**src/hdl/clock_gate_map.svh**
```systemverilog
// Register offsets, field positions, reset values and figures of the clock gate bank.
`ifndef CLOCK_GATE_MAP_SVH
`define CLOCK_GATE_MAP_SVH

// Byte offsets of the registers on the APB port.
`define CG_RUN_CLOCK_CONFIG_OFF 12'h060
`define CG_RUN_CLOCK_GATE_0_OFF 12'h100
`define CG_SLEEP_CLOCK_GATE_0_OFF 12'h110
`define CG_DEEP_SLEEP_CLOCK_GATE_0_OFF 12'h120
`define CG_FAULT_STATUS_OFF 12'h130
`define CG_FAULT_MASK_OFF 12'h134

// Bit positions of the unit gates, shared by the gate registers and, except hibernation, by the fault status and mask registers.
`define CG_PWM_BIT 20
`define CG_ADC0_BIT 16
`define CG_HIBERNATION_BIT 6
`define CG_WATCHDOG_BIT 3

// Bit position of the automatic clock gating bit in the run clock configuration register.
`define CG_AUTO_CLOCK_GATING_BIT 27

// Reset values.
`define CG_GATE_RESET 32'h0000_0040
`define CG_CONFIG_RESET 32'h0000_0000
`define CG_FAULT_RESET 32'h0000_0000

// Writable bits of each register; everything else reads as zero.
`define CG_GATE_MASK 32'h0011_0048
`define CG_FAULT_BITS 32'h0011_0008
`define CG_CONFIG_MASK 32'h0800_0000

`endif

```
**src/hdl/clock_gate_pkg.sv**
```systemverilog
// Types shared by the clock gate bank and its access guard.
`default_nettype none
package clock_gate_pkg;

    // One flag per gated unit.
    typedef struct packed {
        logic pwm;
        logic adc0;
        logic hibernation;
        logic watchdog;
    } unit_vec_t;

    // Power mode of the system, one-hot.
    typedef enum logic [2:0] {
        MODE_RUN = 3'b001,
        MODE_SLEEP = 3'b010,
        MODE_DEEP_SLEEP = 3'b100
    } power_mode_t;

    // APB request as seen by the slave.
    typedef struct packed {
        logic psel;
        logic penable;
        logic pwrite;
        logic [11:0] paddr;
        logic [31:0] pwdata;
    } apb_req_t;

endpackage : clock_gate_pkg
`default_nettype wire

```
**src/hdl/deep_sleep_clock_gate_bank0.sv**
```systemverilog
// Clock gate bank 0: run, sleep and deep-sleep gate registers with an APB slave and fault interrupt.
//
// Notes on behaviour
// [RQ1] Each implemented gate bit is a clock enable: one clocks the unit, zero leaves it unclocked and disabled.
// [RQ2] A bus access to a unit whose clock is gated off gets a bus fault instead of a normal answer.
// [RQ3] The deep-sleep gate register resets to 0x00000040, all gates off except hibernation.
// [RQ4] Three gate registers exist for this group: one for run, one for sleep, one for deep-sleep.
// [RQ5] The sleep and deep-sleep registers only take effect while the automatic clock gating bit is set.
// [RQ6] Bit 20 is the read/write gate of the pulse-width modulation unit, reset zero.
// [RQ7] Bit 16 is the read/write gate of converter unit 0, reset zero.
// [RQ8] Bit 6 is the read/write gate of the hibernation unit, reset one, and it raises no bus fault.
// [RQ9] Bit 3 is the read/write gate of the watchdog unit, reset zero.
// [RQ10] Reserved bits are read-only zero, and software writes back what it read.
// [RQ11] Software must set the gates of every unit it needs, since they start disabled.
// [RQ12] Outside deep-sleep, or with automatic gating off, this register affects no unit clock.
`include "clock_gate_map.svh"
`default_nettype none
module deep_sleep_clock_gate_bank0 (
    input wire logic clk,
    input wire logic rst_n,
    input wire logic psel,
    input wire logic penable,
    input wire logic pwrite,
    input wire logic [11:0] paddr,
    input wire logic [31:0] pwdata,
    output logic [31:0] prdata,
    output logic pready,
    output logic pslverr,
    input wire clock_gate_pkg::power_mode_t powerMode,
    input wire clock_gate_pkg::unit_vec_t unitAccess,
    output clock_gate_pkg::unit_vec_t unitClkEn,
    output clock_gate_pkg::unit_vec_t unitFault,
    output clock_gate_pkg::unit_vec_t unitGrant,
    output logic irq
);

    // Unpacks the four gate positions of a register word.
    function automatic clock_gate_pkg::unit_vec_t gatesOf(input logic [31:0] word);
        gatesOf.pwm = word[`CG_PWM_BIT];
        gatesOf.adc0 = word[`CG_ADC0_BIT];
        gatesOf.hibernation = word[`CG_HIBERNATION_BIT];
        gatesOf.watchdog = word[`CG_WATCHDOG_BIT];
    endfunction : gatesOf

    // Packs four unit flags back into their register positions; all other bits are zero.
    function automatic logic [31:0] wordOf(input clock_gate_pkg::unit_vec_t units);
        wordOf = 32'h0000_0000;
        wordOf[`CG_PWM_BIT] = units.pwm;
        wordOf[`CG_ADC0_BIT] = units.adc0;
        wordOf[`CG_HIBERNATION_BIT] = units.hibernation;
        wordOf[`CG_WATCHDOG_BIT] = units.watchdog;
    endfunction : wordOf

    logic [31:0] runGate_r;
    logic [31:0] sleepGate_r;
    logic [31:0] deepGate_r;
    logic [31:0] runConfig_r;
    logic [31:0] faultStatus_r;
    logic [31:0] faultMask_r;
    logic [31:0] runGate_nxt;
    logic [31:0] sleepGate_nxt;
    logic [31:0] deepGate_nxt;
    logic [31:0] runConfig_nxt;
    logic [31:0] faultStatus_nxt;
    logic [31:0] faultMask_nxt;
    clock_gate_pkg::unit_vec_t unitFaultInt;
    clock_gate_pkg::apb_req_t req;

    // The bus request travels as one bundle through the decode.
    assign req = '{psel: psel, penable: penable, pwrite: pwrite, paddr: paddr, pwdata: pwdata};

    // Address decode; an unmapped address is answered with pslverr and writes nothing.
    wire selConfig = req.paddr == `CG_RUN_CLOCK_CONFIG_OFF;
    wire selRun = req.paddr == `CG_RUN_CLOCK_GATE_0_OFF;
    wire selSleep = req.paddr == `CG_SLEEP_CLOCK_GATE_0_OFF;
    wire selDeep = req.paddr == `CG_DEEP_SLEEP_CLOCK_GATE_0_OFF;
    wire selStatus = req.paddr == `CG_FAULT_STATUS_OFF;
    wire selMask = req.paddr == `CG_FAULT_MASK_OFF;
    wire addrHit = selConfig | selRun | selSleep | selDeep | selStatus | selMask;

    // One wait state: pready rises in the second access cycle, so read data come from a flop.
    wire accessWait = req.psel && req.penable && !pready;
    wire xferDone = req.psel && req.penable && pready;
    wire wrDone = xferDone && req.pwrite && addrHit;

    // Read multiplexer; reserved bits are never stored, so they read as zero.
    wire [31:0] readWord = selConfig ? runConfig_r :
                           selRun ? runGate_r :
                           selSleep ? sleepGate_r :
                           selDeep ? deepGate_r : // [RQ10]
                           selStatus ? faultStatus_r :
                           selMask ? faultMask_r : 32'h0000_0000;

    // Register writes; only implemented bits are kept, the rest stay read-only zero.
    assign runConfig_nxt = (wrDone && selConfig) ? (req.pwdata & `CG_CONFIG_MASK) : runConfig_r;
    assign runGate_nxt = (wrDone && selRun) ? (req.pwdata & `CG_GATE_MASK) : runGate_r; // [RQ4]
    assign sleepGate_nxt = (wrDone && selSleep) ? (req.pwdata & `CG_GATE_MASK) : sleepGate_r; // [RQ4]
    assign deepGate_nxt = (wrDone && selDeep) ? (req.pwdata & `CG_GATE_MASK) : deepGate_r; // [RQ10]
    assign faultMask_nxt = (wrDone && selMask) ? (req.pwdata & `CG_FAULT_BITS) : faultMask_r;

    // Fault events set sticky bits; a write of one clears, and a new fault in the same cycle wins.
    wire [31:0] faultSet = wordOf(unitFaultInt) & `CG_FAULT_BITS;
    wire [31:0] faultClr = (wrDone && selStatus) ? (req.pwdata & `CG_FAULT_BITS) : 32'h0000_0000;
    assign faultStatus_nxt = (faultStatus_r & ~faultClr) | faultSet;

    // Effective enable: the run register governs unless auto gating is on and the system sleeps.
    wire autoGating = runConfig_r[`CG_AUTO_CLOCK_GATING_BIT];
    wire [31:0] activeGate = !autoGating ? runGate_r : // [RQ5]
                             (powerMode == clock_gate_pkg::MODE_DEEP_SLEEP) ? deepGate_r : // [RQ12]
                             (powerMode == clock_gate_pkg::MODE_SLEEP) ? sleepGate_r : runGate_r;
    wire clock_gate_pkg::unit_vec_t clkEnNxt = gatesOf(activeGate); // [RQ1]
    wire irqNxt = |(faultStatus_nxt & faultMask_nxt);

    // Configuration and gate registers; the deep-sleep register resets with only the hibernation unit clocked.
    always_ff @(posedge clk)
    begin
        if (!rst_n)
        begin
            runConfig_r <= `CG_CONFIG_RESET;
            runGate_r <= `CG_GATE_RESET;
            sleepGate_r <= `CG_GATE_RESET;
            deepGate_r <= `CG_GATE_RESET; // [RQ3]
        end
        else
        begin
            runConfig_r <= runConfig_nxt;
            runGate_r <= runGate_nxt;
            sleepGate_r <= sleepGate_nxt;
            deepGate_r <= deepGate_nxt; // [RQ6] [RQ7] [RQ8] [RQ9]
        end
    end

    // Fault status and mask registers.
    always_ff @(posedge clk)
    begin
        if (!rst_n)
        begin
            faultStatus_r <= `CG_FAULT_RESET;
            faultMask_r <= `CG_FAULT_RESET;
        end
        else
        begin
            faultStatus_r <= faultStatus_nxt;
            faultMask_r <= faultMask_nxt;
        end
    end

    // Bus answer flops.
    always_ff @(posedge clk)
    begin
        if (!rst_n)
        begin
            pready <= 1'b0;
            pslverr <= 1'b0;
            prdata <= 32'h0000_0000;
        end
        else
        begin
            pready <= accessWait;
            pslverr <= accessWait && !addrHit;
            prdata <= (accessWait && !req.pwrite) ? readWord : 32'h0000_0000;
        end
    end

    // Clock enables and interrupt are registered; a gate write shows at the unit one edge after it completes.
    always_ff @(posedge clk)
    begin
        if (!rst_n)
        begin
            unitClkEn <= gatesOf(`CG_GATE_RESET);
            irq <= 1'b0;
        end
        else
        begin
            unitClkEn <= clkEnNxt; // [RQ1]
            irq <= irqNxt;
        end
    end

    // Faults are judged against the enables the units actually see.
    unit_access_guard guard (
        .clk(clk),
        .rst_n(rst_n),
        .clkEn(unitClkEn),
        .unitAccess(unitAccess),
        .unitFault(unitFaultInt),
        .unitGrant(unitGrant)
    );

    // The fault pulse is repeated one cycle later, aligned with the status bit it sets.
    always_ff @(posedge clk)
    begin
        if (!rst_n)
        begin
            unitFault <= '0;
        end
        else
        begin
            unitFault <= unitFaultInt; // [RQ2]
        end
    end
endmodule : deep_sleep_clock_gate_bank0
`default_nettype wire

```
**src/hdl/unit_access_guard.sv**
```systemverilog
// Turns accesses aimed at unclocked units other than hibernation into bus faults, one cycle after the access.
`default_nettype none
module unit_access_guard (
    input wire logic clk,
    input wire logic rst_n,
    input wire clock_gate_pkg::unit_vec_t clkEn,
    input wire clock_gate_pkg::unit_vec_t unitAccess,
    output clock_gate_pkg::unit_vec_t unitFault,
    output clock_gate_pkg::unit_vec_t unitGrant
);

    // The hibernation unit never faults; an access to it while unclocked is simply lost.
    wire clock_gate_pkg::unit_vec_t faultCanRaise = '{pwm: 1'b1, adc0: 1'b1, hibernation: 1'b0, watchdog: 1'b1};
    wire clock_gate_pkg::unit_vec_t faultNow = unitAccess & ~clkEn & faultCanRaise;
    wire clock_gate_pkg::unit_vec_t grantNow = unitAccess & clkEn;

    // Fault and grant answers are registered so that the fabric sees clean pulses.
    always_ff @(posedge clk)
    begin
        if (!rst_n)
        begin
            unitFault <= '0;
            unitGrant <= '0;
        end
        else
        begin
            unitFault <= faultNow; // [RQ2]
            unitGrant <= grantNow;
        end
    end
endmodule : unit_access_guard
`default_nettype wire

```
**config.mk**
```make
export PLATFORM = sky130hd
export DESIGN_NAME = deep_sleep_clock_gate_bank0
export DESIGN_NICKNAME = d
export VERILOG_FILES = /design/src/hdl/clock_gate_pkg.sv /design/src/hdl/deep_sleep_clock_gate_bank0.sv /design/src/hdl/unit_access_guard.sv
export VERILOG_INCLUDE_DIRS = /design/src /design/src/hdl
export SDC_FILE = /design/constraint.sdc
export NUM_CORES = 1
export LEC_CHECK = 0
export ABC_AREA = 0
export BUFFER_PORTS_ARGS = -buffer_cell sky130_fd_sc_hd__clkbuf_2
export CAP_MARGIN = 20
export CELL_PAD_IN_SITES_DETAIL_PLACEMENT = 0
export CELL_PAD_IN_SITES_GLOBAL_PLACEMENT = 1
export CORE_MARGIN = 4
export CORE_UTILIZATION = 31
export DETAILED_ROUTE_END_ITERATION = 10
export PLACE_DENSITY = 0.86
export SLEW_MARGIN = 20
export SYNTH_ARGS = -nofsm -noshare
export SYNTH_HDL_FRONTEND = slang
export SYNTH_HIERARCHICAL = 1
export SYNTH_SLANG_ARGS = --single-unit
```
**constraint.sdc**
```tcl
create_clock -name clk -period 2.5 [get_ports clk]
set_input_delay 0.5 -clock clk [delete_from_list [all_inputs] [get_ports clk]]
set_output_delay 0.5 -clock clk [all_outputs]
set_load 0.01 [all_outputs]
```
==> metrics.md <==
| Metric | Value |
|---|---|
| Die Wd | `87.2 um` |
| Gate Count Post-Synth | `221` |
| Drt wl/cell | `approximately 14 um` |
| Hold-fix buffers, CTS | `0` |
| Placed instance count | `347` |
| H-tree Lvls | `2` |
| Area leader, netlist | `dfxtp_1` |
| Commonest cells after routing, fill and taps aside | `clkbuf_2, dfxtp_1, nand2_1, conb_1, nand3_1` |
| # IOs | `103` |
| Critical path launch point | `paddr[1]` |
| R2R Path Start | `pready` |
| Power consumption | `1.25 mW` |
| Crit path depth | `6` |
| CORE AREA | `0.00599 mm2` |
| Worst Setup Path Type | `in -> reg` |
| CTS resizes | `0` |
| Post-CTS Setup Bufs | `0` |
| Syn Area/Cell | `8.81 um2` |
| Final HPWL DP | `3760 um` |
| Total of max-cap violations | `0` |
| Initial antenna violation count | `0` |
| Worst EP arrival | `2.25 ns` |
| Antenna Nets Post-Route | `0` |
| Via count | `1,719` |
| Crit. End Element | `register` |
| Post-synth cell types | `47` |
| Tcrit/Tclk final | `a little over 80%` |
| # rows | `28` |
| Setup TNS | `0 ns` |
| Sequential cell area | `841 um2` |
| GR Overflow Total | `0` |
| CP top delay family | `simple AND/OR/NAND/NOR gates` |
| Worst-path clk slew | `0.08 ns` |
| Most common cell after layout, fill and taps aside | `clkbuf_2` |
| CP max-delay cell | `or4_4` |
| Run status | `complete, no violations` |
| Crit start category | `input pin` |
| Clock tree from TritonCTS | `done` |
| Slew headroom | `64.6%` |
| Global-route wire length before repair | `approximately 7500 um` |
| Largest net degree at the start of global routing | `16` |
| Initial core utilization | `32.5%` |
| Clk sinks | `42` |
| Finished Layout Cells | `355` |
| Via count of the first global-routing pass | `1,629` |
| Die H | `about 87 um` |
| Maximum VDD drop | `0.246 mV` |
| Share of the synthesized area in the top cell type | `43.2%` |
| Period minus WS final | `~2.1 ns` |
| Vias per cell | `between 4 and 5` |
| Async S/R FF share, synth | `0%` |
| Antenna cell count | `0` |
| Worst path cell trace | `clkbuf_2 -> or4b_1 -> or4_4 -> mux2i_1 -> or2b_1 -> o311ai_1` |
| CP Data Required Time | `about 2.7 ns` |
| Final Setup Violations | `0` |
| Clock root buffer | `clkbuf_8` |
| Crit path max fanout | `3` |
| Hold crit path type | `in -> reg` |
| Final hold vios | `0` |
| Synth-to-Final Area Change | `18.9%` |
| R2R depth | `5` |
| Overall routed net length | `4810 um` |
| Worst Path Buf+Inv | `1` |
| Gpl congestion | `0.874` |
| Die Area | `0.00761 mm2` |
| TritonRoute pass-1 iters | `4` |
| Insertion delay to the later sink of the worst-skew pair | `0.30 ns` |
| R2R Setup Slk | `around 0.81 ns` |
| Largest cells by area after synthesis | `dfxtp_1, buf_4, nand2_1` |
| Syn Std Cell Area | `0.00195 mm2` |
| Area of the multi-input gates | `951 um2` |
| Final hold slack | `between 0.4 and 0.5 ns` |
| Synthesized flop and latch total | `42` |
| Unrepaired setup endpoints after global routing | `false` |
| Synth Flop Type | `dfxtp_1` |
| Clk_skew | `0.00588 ns` |
| Worst R2R End | `irq` |
| GRT Total Usage | `12.7%` |
| Layout cell share with drive strength beyond 1 | `between 20 and 30%` |
| Post-synth EDFFs | `0` |
| Pwr Density | `approximately 540 mW/mm2` |
| Clk buf depth | `2` |
| Register area share after synthesis | `between 40 and 50%` |
| Yosys warning total | `6` |
| CP Capture Point | `irq` |
| DRC viols | `0` |
| Slew Viols, Final | `0` |
| Total CTS buffers | `5` |
| FMAX | `0.487 GHz` |
| Worst Tran Pin Value | `approximately 0.53 ns` |
| Port Buffers | `48` |
| Fill count | `634` |
| Crit-path max cell delay | `0.61 ns` |
| P_leak | `0.985 nW` |
| # nets final | `335` |
| Initial drt markers | `100` |
==> cells in the mapped netlist (all sizes together), types with 2 or more instances <==
library cell,n
dfxtp,42
buf,30
nand2,28
nand3,16
nor2,15
a21oi,14
o21ai,6
and3,4
clkbuf,4
mux2i,4
nor3,4
or4b,4
a221o,3
and2,3
and3b,3
mux2,3
nand2b,3
o211ai,3
or3,3
or4,3
a311oi,2
a31oi,2
conb,2
inv,2
nand3b,2
nor4,2
==> layer usage <==
| layer | vias to the layer above | GRT usage [%] | routed length (um) |
|---|---|---|---|
| li1 | 840 | - | - |
| met1 | 812 | 14.7 | 1920 |
| met2 | 57 | 21.8 | 2400 |
| met3 | 10 | 4.07 | 376 |
| met4 | 0 | 4.74 | 104 |
| met5 | - | 0 | 0 |
==> cell families (layout without fill, tap and decap cells) <==
| logic type | count (synthesis) | count (layout) | share of synthesized area [%] |
|---|---|---|---|
| other cells | 2 | 28 | 0.386 |
| buf+inv | 37 | 70 | 13.0 |
| simple gates | 96 | 96 | 27.2 |
| xor+xnor | 1 | 1 | 0.450 |
| flops | 42 | 42 | 43.2 |
| compound gates | 36 | 36 | 11.8 |
| mux | 7 | 7 | 3.98 |
==> state kept, by name (all words and copies together) (netlist names), 4 cells and up <==
register	cells
guard/unitGrant	4
prdata	5
unitFault	4
sleepGate_r	4
runGate_r	4
deepGate_r	4
unitClkEn	4
==> metrics by stage <==
step	setup slack (ns)	instance area (um2)	util [%]
3_5_place_dp	0.142	2220	37.1
6_report	0.446	2310	38.6
3_3_place_gp	0.178	2220	37.1
4_1_cts	0.456	2310	38.6
2_1_floorplan	0.199	2040	-
5_1_grt	0.425	2310	38.6
==> power by group <==
part           internal, mW  total, mW  switching [mW]
sequential            0.679      0.684         0.00472
combinational        0.0400      0.106          0.0658
clock                 0.222      0.465           0.243
total                 0.941       1.25           0.313
==> worst min-delay path by stage <==
stage                             from                  to  slack [ns]  depth (start not counted)
finish                   unitAccess[1]  guard/unitGrant[1]        0.43                          2
global route             unitAccess[1]  guard/unitGrant[1]        0.41                          2
floorplan              runConfig_r[27]          prdata[27]        0.42                          2
global placement    guard/unitFault[2]        unitFault[2]        0.46                          2
detailed placement     runConfig_r[27]          prdata[27]        0.46                          2
CTS                      unitAccess[1]  guard/unitGrant[1]        0.42                          2
==> area by class of cell <==
| type | instances | area share (%) |
|---|---|---|
| tap | 75 | 4.05 |
| inverter | 3 | 0.486 |
| clock inverter | 2 | 0.541 |
| timing repair buffer | 59 | 13.9 |
| multi-input combinational | 168 | 41.1 |
| sequential | 42 | 36.3 |
| clock buffer | 6 | 3.57 |
Power figures use the tool's default switching activity.
